--- config.mk ---
export PLATFORM = sky130hd
export DESIGN_NAME = irq_aggregator
export DESIGN_NICKNAME = d
export VERILOG_FILES = /design/src/irq_agg_pkg.sv /design/src/sec_event_bank.sv /design/src/irq_pin_drive.sv /design/src/irq_aggregator.sv
export SDC_FILE = /design/constraint.sdc
export NUM_CORES = 2
export LEC_CHECK = 0
export ABC_AREA = 1
export BUFFER_PORTS_ARGS = -buffer_cell sky130_fd_sc_hd__clkbuf_2
export CELL_PAD_IN_SITES_DETAIL_PLACEMENT = 0
export CELL_PAD_IN_SITES_GLOBAL_PLACEMENT = 2
export CORE_MARGIN = 5
export CORE_UTILIZATION = 38
export CTS_BUF_LIST = sky130_fd_sc_hd__clkbuf_8
export CTS_CLUSTER_SIZE = 30
export DETAILED_ROUTE_END_ITERATION = 16
export GPL_ROUTABILITY_DRIVEN = 0
export MAX_ROUTING_LAYER = met4
export PLACE_DENSITY_LB_ADDON = 0.1
export SETUP_SLACK_MARGIN = 0.05
export SYNTH_ARGS = -nofsm -noshare
export SYNTH_HDL_FRONTEND = slang
export SYNTH_SLANG_ARGS = --single-unit
--- constraint.sdc ---
create_clock -name ref_clk_in -period 46.1 [get_ports ref_clk_in]
set_input_delay 0 -clock ref_clk_in [delete_from_list [all_inputs] [get_ports ref_clk_in]]
set_output_delay 0 -clock ref_clk_in [all_outputs]
set_load 0.02 [all_outputs]
--- src/irq_agg_pkg.sv ---
// shared constants for the two-level interrupt aggregator
package irq_agg_pkg;
   // register indices; byte address is four times the index
   localparam logic [15:0] PRI_STAT_IDX = 16'h4010;
   localparam logic [15:0] PIN_CFG_IDX = 16'h4017;
   localparam logic [15:0] PRI_MASK_IDX = 16'h4018;
   localparam logic [15:0] SEC_STAT_BASE = 16'h4020;
   localparam logic [15:0] SEC_MASK_BASE = 16'h4030;
   localparam logic [15:0] EVT_STAT_IDX = 16'h4040;
   localparam logic [15:0] EVT_MASK_IDX = 16'h4041;
   // bus shape
   localparam int ADDR_W = 18;
   localparam int DATA_W = 32;
   localparam int REG_W = 16;
   localparam int N_PRI = 16;
   // field positions in the pin configuration register
   localparam int PIN_MASK_BIT = 0;
   localparam int PIN_OD_BIT = 1;
   // primary positions that carry a circuit block
   localparam logic [15:0] PRI_IMPL = 16'hf9b3;
   // reset values
   localparam logic [15:0] PRI_MASK_RST = 16'hffff;
   localparam logic [15:0] SEC_MASK_RST = 16'hffff;
   localparam logic [1:0] PIN_CFG_RST = 2'h0;
   localparam logic [15:0] EVT_MASK_RST = 16'hffff;
   // bus handshake phases
   typedef enum logic {
      BUS_IDLE = 1'b0,
      BUS_ACK = 1'b1
   } bus_phase_t;
endpackage : irq_agg_pkg

--- src/sec_event_bank.sv ---
// latching secondary events, their masks and the primary OR tree
`timescale 1ns/1ps
`default_nettype none
module sec_event_bank (
   // clock and reset
   input wire logic clk_in,
   input wire logic rst_in,
   // event triggers, one row per primary
   input wire logic [15:0][15:0] trig_in,
   // write strobes from the bus slave
   input wire logic clr_stb_in,
   input wire logic mask_stb_in,
   input wire logic [3:0] sel_in,
   input wire logic [15:0] wdata_in,
   input wire logic [15:0] wbits_in,
   // state seen by the bus and the pin
   output logic [15:0][15:0] stat_out,
   output logic [15:0][15:0] mask_out,
   output logic [15:0] primary_out
);
   typedef struct packed {
      logic [15:0][15:0] stat;
      logic [15:0][15:0] mask;
   } bank_t;
   bank_t st, next_st;
   logic [15:0][15:0] clr, trig;

   // latch, write-one clear and mask update per row
   always_comb begin
      next_st = st;
      for (int i = 0; i < 16; i++) begin
         trig[i] = trig_in[i] & {16{irq_agg_pkg::PRI_IMPL[i]}};
         clr[i] = (clr_stb_in && sel_in == 4'(i)) ?
            (wdata_in & wbits_in) : 16'h0000;
         // set beats clear, mask not consulted
         next_st.stat[i] = (st.stat[i] & ~clr[i]) | trig[i];
         if (mask_stb_in && sel_in == 4'(i)) begin
            next_st.mask[i] = (st.mask[i] & ~wbits_in) |
               (wdata_in & wbits_in);
         end
      end
   end

   always_ff @(posedge clk_in or posedge rst_in) begin
      if (rst_in) begin
         st.stat <= '0;
         st.mask <= {16{irq_agg_pkg::SEC_MASK_RST}};
      end else begin
         st <= next_st;
      end
   end

   // primary bit is the OR of unmasked secondaries
   always_comb begin
      for (int i = 0; i < 16; i++) begin
         primary_out[i] = |(st.stat[i] & ~st.mask[i]);
      end
   end
   assign stat_out = st.stat;
   assign mask_out = st.mask;
endmodule : sec_event_bank
`default_nettype wire

--- src/irq_pin_drive.sv ---
// request pin drive: enables, output mask and drive type
`timescale 1ns/1ps
`default_nettype none
module irq_pin_drive (
   // clock and reset
   input wire logic clk_in,
   input wire logic rst_in,
   // primary state and pin configuration
   input wire logic [15:0] primary_in,
   input wire logic [15:0] pri_mask_in,
   input wire logic od_sel_in,
   input wire logic out_mask_in,
   // pin level and active-low enable
   output logic pin_out,
   output logic pin_oe_n_out
);
   typedef struct packed {
      logic pin;
      logic oe_n;
   } pin_t;
   pin_t st, next_st;
   logic active;

   // nor of enabled primaries, forced idle by output mask
   always_comb begin
      active = (|(primary_in & ~pri_mask_in)) & ~out_mask_in;
      next_st = st;
      if (od_sel_in) begin
         next_st.pin = 1'b0;
         next_st.oe_n = ~active;
      end else begin
         next_st.pin = ~active;
         next_st.oe_n = 1'b0;
      end
   end

   // one register stage keeps the pin within a cycle
   always_ff @(posedge clk_in or posedge rst_in) begin
      if (rst_in) begin
         st.pin <= 1'b1;
         st.oe_n <= 1'b0;
      end else begin
         st <= next_st;
      end
   end
   assign pin_out = st.pin;
   assign pin_oe_n_out = st.oe_n;
endmodule : irq_pin_drive
`default_nettype wire

--- src/irq_aggregator.sv ---
// top: bus slave, primary masks, pin config and event interrupt
//
// Chosen here: the Avalon-MM register port.
`timescale 1ns/1ps
`default_nettype none
// Functional notes
// secondary bits latch on trigger and hold until cleared
// writing one clears a secondary bit, zero keeps it
// reading secondary registers never changes them
// primary bit is OR of unmasked secondaries in its block
// each secondary has its own mask toward its primary
// primary status register is read-only, writes ignored
// request pin is NOR of enabled primaries, low when any active
// each primary has its own mask toward the request pin
// config bit 1 picks push-pull (0) or open drain (1)
// open drain pulls low when active, releases otherwise
// config bit 0 holds pin inactive regardless of events
// secondaries set even when masked from their primary
// primaries follow secondaries whatever their pin mask
// watchdog reset acts regardless of any interrupt mask
// host reads primary, then secondaries, clears by writing one
// all primary pin masks reset to one
// primary drops only when all its secondaries cleared or masked
// trigger and clear in same cycle leave bit set
// primaries and pin follow changes within one cycle
module irq_aggregator (
   // clock and reset
   input wire logic ref_clk_in,
   input wire logic sys_rst_in,
   // register bus
   input wire logic [17:0] avs_address_in,
   input wire logic avs_read_in,
   input wire logic avs_write_in,
   input wire logic [31:0] avs_writedata_in,
   input wire logic [3:0] avs_byteenable_in,
   output logic [31:0] avs_readdata_out,
   output logic avs_waitrequest_out,
   // secondary event triggers from circuit blocks
   input wire logic [15:0][15:0] sec_trig_in,
   // watchdog expiry and its reset action
   input wire logic wdog_expire_in,
   output logic wdog_reset_out,
   // active-low request pin
   output logic irq_n_out,
   output logic irq_n_oe_n_out,
   // system interrupt
   output logic irq_level_out
);
   typedef struct packed {
      irq_agg_pkg::bus_phase_t phase;
      logic waitreq;
      logic [31:0] rdata;
      logic [15:0] pri_mask;
      logic [1:0] pin_cfg;
      logic [15:0] pri_prev;
      logic [15:0] evt;
      logic [15:0] evt_mask;
      logic irq_level;
      logic wdog_rst;
   } top_t;
   top_t st, next_st;

   logic [15:0] idx;
   logic acc_wr, acc_rd;
   logic [15:0] wdata, wbits;
   logic clr_stb, mask_stb;
   logic [3:0] sel;
   logic [15:0][15:0] sec_stat, sec_mask;
   logic [15:0] primary;
   logic [15:0] evt_rise;

   // true when an index falls in a 16-entry window
   function automatic logic in_win(input logic [15:0] a,
                                   input logic [15:0] base);
      in_win = (a >= base) && (a < base + 16'h0010);
   endfunction : in_win

   // register index and accepted access
   always_comb begin
      idx = avs_address_in[17:2];
      acc_wr = avs_write_in && st.phase == irq_agg_pkg::BUS_ACK;
      acc_rd = avs_read_in && st.phase == irq_agg_pkg::BUS_ACK;
      wdata = avs_writedata_in[15:0];
      wbits = {{8{avs_byteenable_in[1]}}, {8{avs_byteenable_in[0]}}};
      sel = idx[3:0];
      clr_stb = acc_wr && in_win(idx, irq_agg_pkg::SEC_STAT_BASE);
      mask_stb = acc_wr && in_win(idx, irq_agg_pkg::SEC_MASK_BASE);
   end

   sec_event_bank u_bank (
      .clk_in(ref_clk_in),
      .rst_in(sys_rst_in),
      .trig_in(sec_trig_in),
      .clr_stb_in(clr_stb),
      .mask_stb_in(mask_stb),
      .sel_in(sel),
      .wdata_in(wdata),
      .wbits_in(wbits),
      .stat_out(sec_stat),
      .mask_out(sec_mask),
      .primary_out(primary)
   );

   irq_pin_drive u_pin (
      .clk_in(ref_clk_in),
      .rst_in(sys_rst_in),
      .primary_in(primary),
      .pri_mask_in(st.pri_mask),
      .od_sel_in(st.pin_cfg[irq_agg_pkg::PIN_OD_BIT]),
      .out_mask_in(st.pin_cfg[irq_agg_pkg::PIN_MASK_BIT]),
      .pin_out(irq_n_out),
      .pin_oe_n_out(irq_n_oe_n_out)
   );

   // read mux, plain reads only
   function automatic logic [31:0] rd_mux(input logic [15:0] a,
                                          input top_t s,
                                          input logic [15:0] p,
                                          input logic [15:0][15:0] ss,
                                          input logic [15:0][15:0] sm);
      rd_mux = 32'h0000_0000;
      if (a == irq_agg_pkg::PRI_STAT_IDX) begin
         rd_mux[15:0] = p;
      end else if (a == irq_agg_pkg::PIN_CFG_IDX) begin
         rd_mux[1:0] = s.pin_cfg;
      end else if (a == irq_agg_pkg::PRI_MASK_IDX) begin
         rd_mux[15:0] = s.pri_mask;
      end else if (in_win(a, irq_agg_pkg::SEC_STAT_BASE)) begin
         rd_mux[15:0] = ss[a[3:0]];
      end else if (in_win(a, irq_agg_pkg::SEC_MASK_BASE)) begin
         rd_mux[15:0] = sm[a[3:0]];
      end else if (a == irq_agg_pkg::EVT_STAT_IDX) begin
         rd_mux[15:0] = s.evt;
      end else if (a == irq_agg_pkg::EVT_MASK_IDX) begin
         rd_mux[15:0] = s.evt_mask;
      end
   endfunction : rd_mux

   // bus handshake, register writes and event interrupt
   always_comb begin
      next_st = st;
      evt_rise = primary & ~st.pri_prev;
      // one wait cycle per access
      case (st.phase)
         irq_agg_pkg::BUS_IDLE: begin
            if (avs_read_in || avs_write_in) begin
               next_st.phase = irq_agg_pkg::BUS_ACK;
               next_st.waitreq = 1'b0;
               next_st.rdata = avs_read_in ?
                  rd_mux(idx, st, primary, sec_stat, sec_mask) :
                  32'h0000_0000;
            end
         end
         irq_agg_pkg::BUS_ACK: begin
            next_st.phase = irq_agg_pkg::BUS_IDLE;
            next_st.waitreq = 1'b1;
         end
         default: begin
            next_st.phase = irq_agg_pkg::BUS_IDLE;
            next_st.waitreq = 1'b1;
         end
      endcase
      // writes land on the accepting edge; primary status ignores them
      if (acc_wr && idx == irq_agg_pkg::PRI_MASK_IDX) begin
         next_st.pri_mask = (st.pri_mask & ~wbits) | (wdata & wbits);
      end
      if (acc_wr && idx == irq_agg_pkg::PIN_CFG_IDX &&
          avs_byteenable_in[0]) begin
         next_st.pin_cfg = wdata[1:0];
      end
      if (acc_wr && idx == irq_agg_pkg::EVT_MASK_IDX) begin
         next_st.evt_mask = (st.evt_mask & ~wbits) | (wdata & wbits);
      end
      // primary rising edges are sticky, read clears, set wins
      next_st.pri_prev = primary;
      if (acc_rd && idx == irq_agg_pkg::EVT_STAT_IDX) begin
         next_st.evt = evt_rise;
      end else begin
         next_st.evt = st.evt | evt_rise;
      end
      next_st.irq_level = |(next_st.evt & ~next_st.evt_mask);
      // watchdog action bypasses every mask
      next_st.wdog_rst = wdog_expire_in;
   end

   always_ff @(posedge ref_clk_in or posedge sys_rst_in) begin
      if (sys_rst_in) begin
         st.phase <= irq_agg_pkg::BUS_IDLE;
         st.waitreq <= 1'b1;
         st.rdata <= 32'h0000_0000;
         st.pri_mask <= irq_agg_pkg::PRI_MASK_RST;
         st.pin_cfg <= irq_agg_pkg::PIN_CFG_RST;
         st.pri_prev <= 16'h0000;
         st.evt <= 16'h0000;
         st.evt_mask <= irq_agg_pkg::EVT_MASK_RST;
         st.irq_level <= 1'b0;
         st.wdog_rst <= 1'b0;
      end else begin
         st <= next_st;
      end
   end

   // outputs straight from flops
   assign avs_readdata_out = st.rdata;
   assign avs_waitrequest_out = st.waitreq;
   assign irq_level_out = st.irq_level;
   assign wdog_reset_out = st.wdog_rst;

   // helper terms for the pin and event checks
   logic pin_cause;
   logic cfg_od;
   logic cfg_mask;
   assign pin_cause = |(primary & ~st.pri_mask);
   assign cfg_od = st.pin_cfg[irq_agg_pkg::PIN_OD_BIT];
   assign cfg_mask = st.pin_cfg[irq_agg_pkg::PIN_MASK_BIT];
endmodule : irq_aggregator
`default_nettype wire

# [After elaboration in Yosys (flattened, before gate mapping)]
# Index checks and enable logic that the tools add are counted.
[totals] reg_bits=616 latchBits=0 mem_bits_rw=0 rom_bits=0 word_cells=292 memories=0
[classes] addsub=0 n_mul=0 div=0 order_cmp=5 n_eq_ne=21 shift=0 muxes=34 n_bitwise=124 reduce_logical=64
[op_table] cell="16-bit AND" n=54
[op_table] cell="16-bit NOT" n=36
[op_table] cell="16-bit bitwise OR" n=30
[op_table] cell="16-bit 2-to-1 mux" n=27
[op_table] cell="16-bit OR reduction" n=18
[op_table] cell="16-bit binary-select mux with 4-bit select" n=2
[op_table] cell="16-bit by 15-bit equality test with 1-bit output, second input constant" n=5
[op_table] cell="1-bit logical AND" n=43
[op_table] cell="34-bit 2-to-1 mux" n=1
[op_table] cell="4-bit equality test, second input constant" n=8
[op_table] cell="16-bit by 15-bit greater-or-equal comparator with 1-bit output, second input constant" n=2
[op_table] cell="16-bit by 15-bit < comparator with 1-bit output, second input constant" n=2
[op_table] cell="4-bit by 3-bit equality test with 1-bit output, second input constant" n=4
[op_table] cell="14-bit 2-to-1 mux" n=1
[op_table] cell="4-bit by 2-bit equality test with 1-bit output, second input constant" n=2
[op_table] cell="4-bit by 5-bit < comparator with 1-bit output, second input constant" n=1
[op_table] cell="4-bit by 1-bit equality test with 1-bit output, second input constant" n=1
[op_table] cell="4-bit zero test" n=1
[op_table] cell="2-bit 2-to-1 mux" n=2
[op_table] cell="2-bit one-hot mux with 2 select lines" n=1
[op_table] cell="1-bit NOT" n=3
[op_table] cell="2-bit != test, second input constant" n=1
[op_table] cell="2-bit AND reduction" n=1
[op_table] cell="1-bit AND" n=1
[op_table] cell="1-bit logical OR" n=1

# [Longest topological paths before layout]
[depth] word_depth=11 depth_mapped=17 depth_no_buf=15

# [Modules after synthesis]
# A second synthesis with hierarchy kept.
[hier_totals] cells_unflattened=5231 area_unflattened_um2=35088.7
[by_module_without_submodules] mod="sec_event_bank" n_inst=1 cells_each=3340 area_each_um2=25091.6 seq_area_each_um2=13132.6
[by_module_without_submodules] mod="irq_aggregator" n_inst=1 cells_each=1838 area_each_um2=9753.1 seq_area_each_um2=2193.4
[by_module_without_submodules] mod="irq_pin_drive" n_inst=1 cells_each=53 area_each_um2=244.0 seq_area_each_um2=51.3

# [Worst setup path after synthesis]
# No wires, ideal clock.
[synth_path] kind="reg2reg" from="register st[101] (netlist bit)" to="register st (netlist bit irq_level_out)" setup_ps=119 t_arrival_ps=1647 t_required_ps=45981 setup_slack_ps=44335 path_stages_with_launch=14 n_path_buf=1 synth_period_minus_slack_ps=1765 cell_sequence="dfrtp_1 nand2_1 inv_1 nand3_2 clkbuf_1 nand2_1 nand2_1 inv_1 nand2_1 nand2_1 inv_1 nand2_1 nor2_1 nand2_1"
[synth_rtl] element="from (decl)" line="irq_aggregator.sv:61" text="top_t st, next_st;"
[synth_rtl] element="from (signal assigned)" line="irq_aggregator.sv:199" text="st <= next_st;"

==> flow_summary.toml <==
[timing]
finalCriticalPeriod_ns = 4.44
rsz0062_at_grt = "no"
relSlewSlack = 0.246
setup_viol = 0
hold_viol = 0
slew_violations = 0
tightestPinTransition_ns = 1.13
setup_tns_ns = 0
fin_worst_skew_ns = 0.0316
finalCritPeriodShare = 0.0962
fmax_mhz = 225
holdWs_ns = 0.0626

[drt]
route.met3.wl_microns = 9330
wl_met2_microns = 61200
routedLengthMet1_microns = 63100
drc_errors = 0
postRouteAntennaNets = 0
avgRoutedWirePerCell_microns = 21.3
highest_layer = "met4"
vias = 31700
drtIter0Drc = 2699
routed_wl_microns = 138000
vias_per_cell = 4.90
detail_route.first_pass.iterations = 6

[global_routing]
grt_max_degree = 168
grt_usage = 0.306
grt_overflow_total = 0
grt_pass1_vias = 31300
antenna_found_initial = 6
grt_pass1_wl_microns = 202000

[final_layout]
fillerInstances = 8599
fin_nets = 5535
layout_commonest_cell = "nand2_1"
drive_gt1_frac = 0.158
areaGrowthSynthToFinish_pct = 29.1
final_cell_mix = "1691 x nand2_1, 625 x inv_1, 507 x dlygate4sd3_1, 444 x nor2_1, 340 x o21ai_0"

[logic_synthesis]
yosysUniqueCellTypes = 37
synthTopCellsByArea = "dfrtp_1 24%, dfstp_2 23%, nand2_1 20%"
synth_warnings = 0
synth_edf_count = 0
yosys_most_used_dff = "dfrtp_1"
synthArstFlopShare = 1.00
avgSynthCellArea_sq_um = 7.16
synth_top_area_share = 0.239
yosysTopAreaCell = "dfrtp_1"
synthCells = 4535
synth-seq-cells = 600
ys_seq_area_frac = 0.473
synthesis.area_sq_mm = 0.0325

[floorplan]
start_util = 0.382
design.portCount = 352
die_h_microns = 302
die_w_microns = 302
dieArea_sq_mm = 0.0914
fp-row-count = 107
core-area_sq_mm = 0.0850

[place]
port_buffers = 235
dp_hpwl_microns = 94500

[power]
ir_worst_vdd_mv = 0.0188
power_leakage_nw = 20.1
finalPower_mw = 1.21
power_density_mw_per_mm2 = 28.9

[setup_path]
max_stage_delay_ns = 0.72
critPathSlowestCell = "buf_4"
crit_path_frequent_cell = "buf_4"
cp.required_ns = 46.74
crit_path_cell_trace = "buf_4 > inv_2 > buf_4 > buf_4 > nand2_2 > buf_4 > inv_2 > nand2_1 > inv_1 > nand2_1 > o21ai_0 > nand2_1 > dlygate4sd3_1"
path_class = "primary input to flip-flop"
cp_top_family = "buffers and inverters"
rrSetupSlack_ns = 42.65
start_kind = "primary input"
critPathCaptureType = "flip-flop"
arrival_ns = 5.08
crit_fanout = 47
cp_num_buf_inv = 8

[clock_network]
cts-root-buf = "clkbuf_8"
post_cts_buffers = 0
cts_tree = "built"
cts_made_buffers = 113
cts_resized = 0
path_clk_slew_ns = 0.06
clockBufferDepth = 3
cts_sinks = 600
clock_latency_ns = 0.78
cts_max_level = 3

[outcome]
status = "complete, no violations"

[run]
cap_violations = 0

[min_path]
min_path_type = "primary input to flip-flop"
worst min-delay path, cell delays in order:
cell and delay (ns):
dlygate4sd3_1 0.53, clkbuf_2 0.10, inv_1 0.08, nand2_1 0.08
stage by stage:
step / instances / util / cell area, sq um / setup slack (ns)
finish: 6467 / 0.493 / 41900 / 41.66
global route: 6467 / 0.493 / 41900 / 41.51
CTS: 6465 / 0.493 / 41900 / 41.87
detailed placement: 5742 / 0.405 / 34400 / 41.51
global placement: 5742 / 0.405 / 34400 / 41.50
floorplan: 4550 / - / 32500 / 29.79
Yosys cell counts, types with 6 or more instances:
master,count
o21ai_0,340
nand3_2,6
o21bai_1,62
nor2_1,446
buf_2,58
dfstp_2,290
nor2_2,10
nand2_1,1693
buf_4,37
nand3_1,80
clkbuf_1,116
o21ai_1,228
o22ai_1,9
a21boi_0,25
o21ai_2,16
nand4_1,16
nand3_4,27
inv_2,7
buf_1,15
dfrtp_1,310
a21oi_1,122
inv_1,590
report_power, final:
part	internal, mW	total, mW	switching, mW
clock	0.313	0.564	0.252
combinational	0.0411	0.118	0.0767
sequential	0.529	0.529	0.000230
layout make-up:
cell class	instances	area (sq um)	area share
antenna	2	5.00	0.000119
clock buffer	146	2010	0.0479
clock inverter	70	450	0.0107
inverter	600	2270	0.0540
multi-input combinational	3118	13800	0.328
sequential	600	15400	0.367
tap	1144	1430	0.0341
timing repair buffer	787	6630	0.158
final timing paths:
| check | startpoint | endpoint | cells after the start |
|---|---|---|---|
| min in group asynchronous | sys_rst_in | wdog_reset_out$_DFF_PP0_ | 4 |
| worst min-delay path | sec_trig_in[230] | u_bank.stat_out[230]$_DFF_PP0_ | 4 |
| worst min register to register | flip-flop | flip-flop | 2 |
| worst max-delay path | avs_address_in[3] | u_bank.stat_out[140]$_DFF_PP0_ | 13 |
| worst max register to register | st[101]$_DFF_PP0_ | u_bank.stat_out[89]$_DFF_PP0_ | 6 |
| max in group asynchronous | sys_rst_in | u_bank.stat_out[157]$_DFF_PP0_ | 7 |
per-layer routing:
| layer | up-vias | GRT usage |
|---|---|---|
| li1 | 15300 | - |
| met1 | 15200 | 0.423 |
| met2 | 983 | 0.468 |
| met3 | 210 | 0.0545 |
| met4 | 0 | 0.0827 |
| met5 | - | - |
kinds of logic (layout without fill, tap and decap cells):
kind of cell | count (synthesis) | after routing | synth area share
flops | 600 | 600 | 0.473
other cells | 1 | 18 | 0.000115
compound gates | 805 | 805 | 0.133
simple gates | 2297 | 2297 | 0.288
buf+inv | 832 | 1603 | 0.105
repair_timing:
item,4_1_cts,5_1_grt
setup endpoints to repair,0,0
hold buffers,507,0
hold endpoints to repair,542,0
Note: power is estimated with default switching activity, not from simulation.
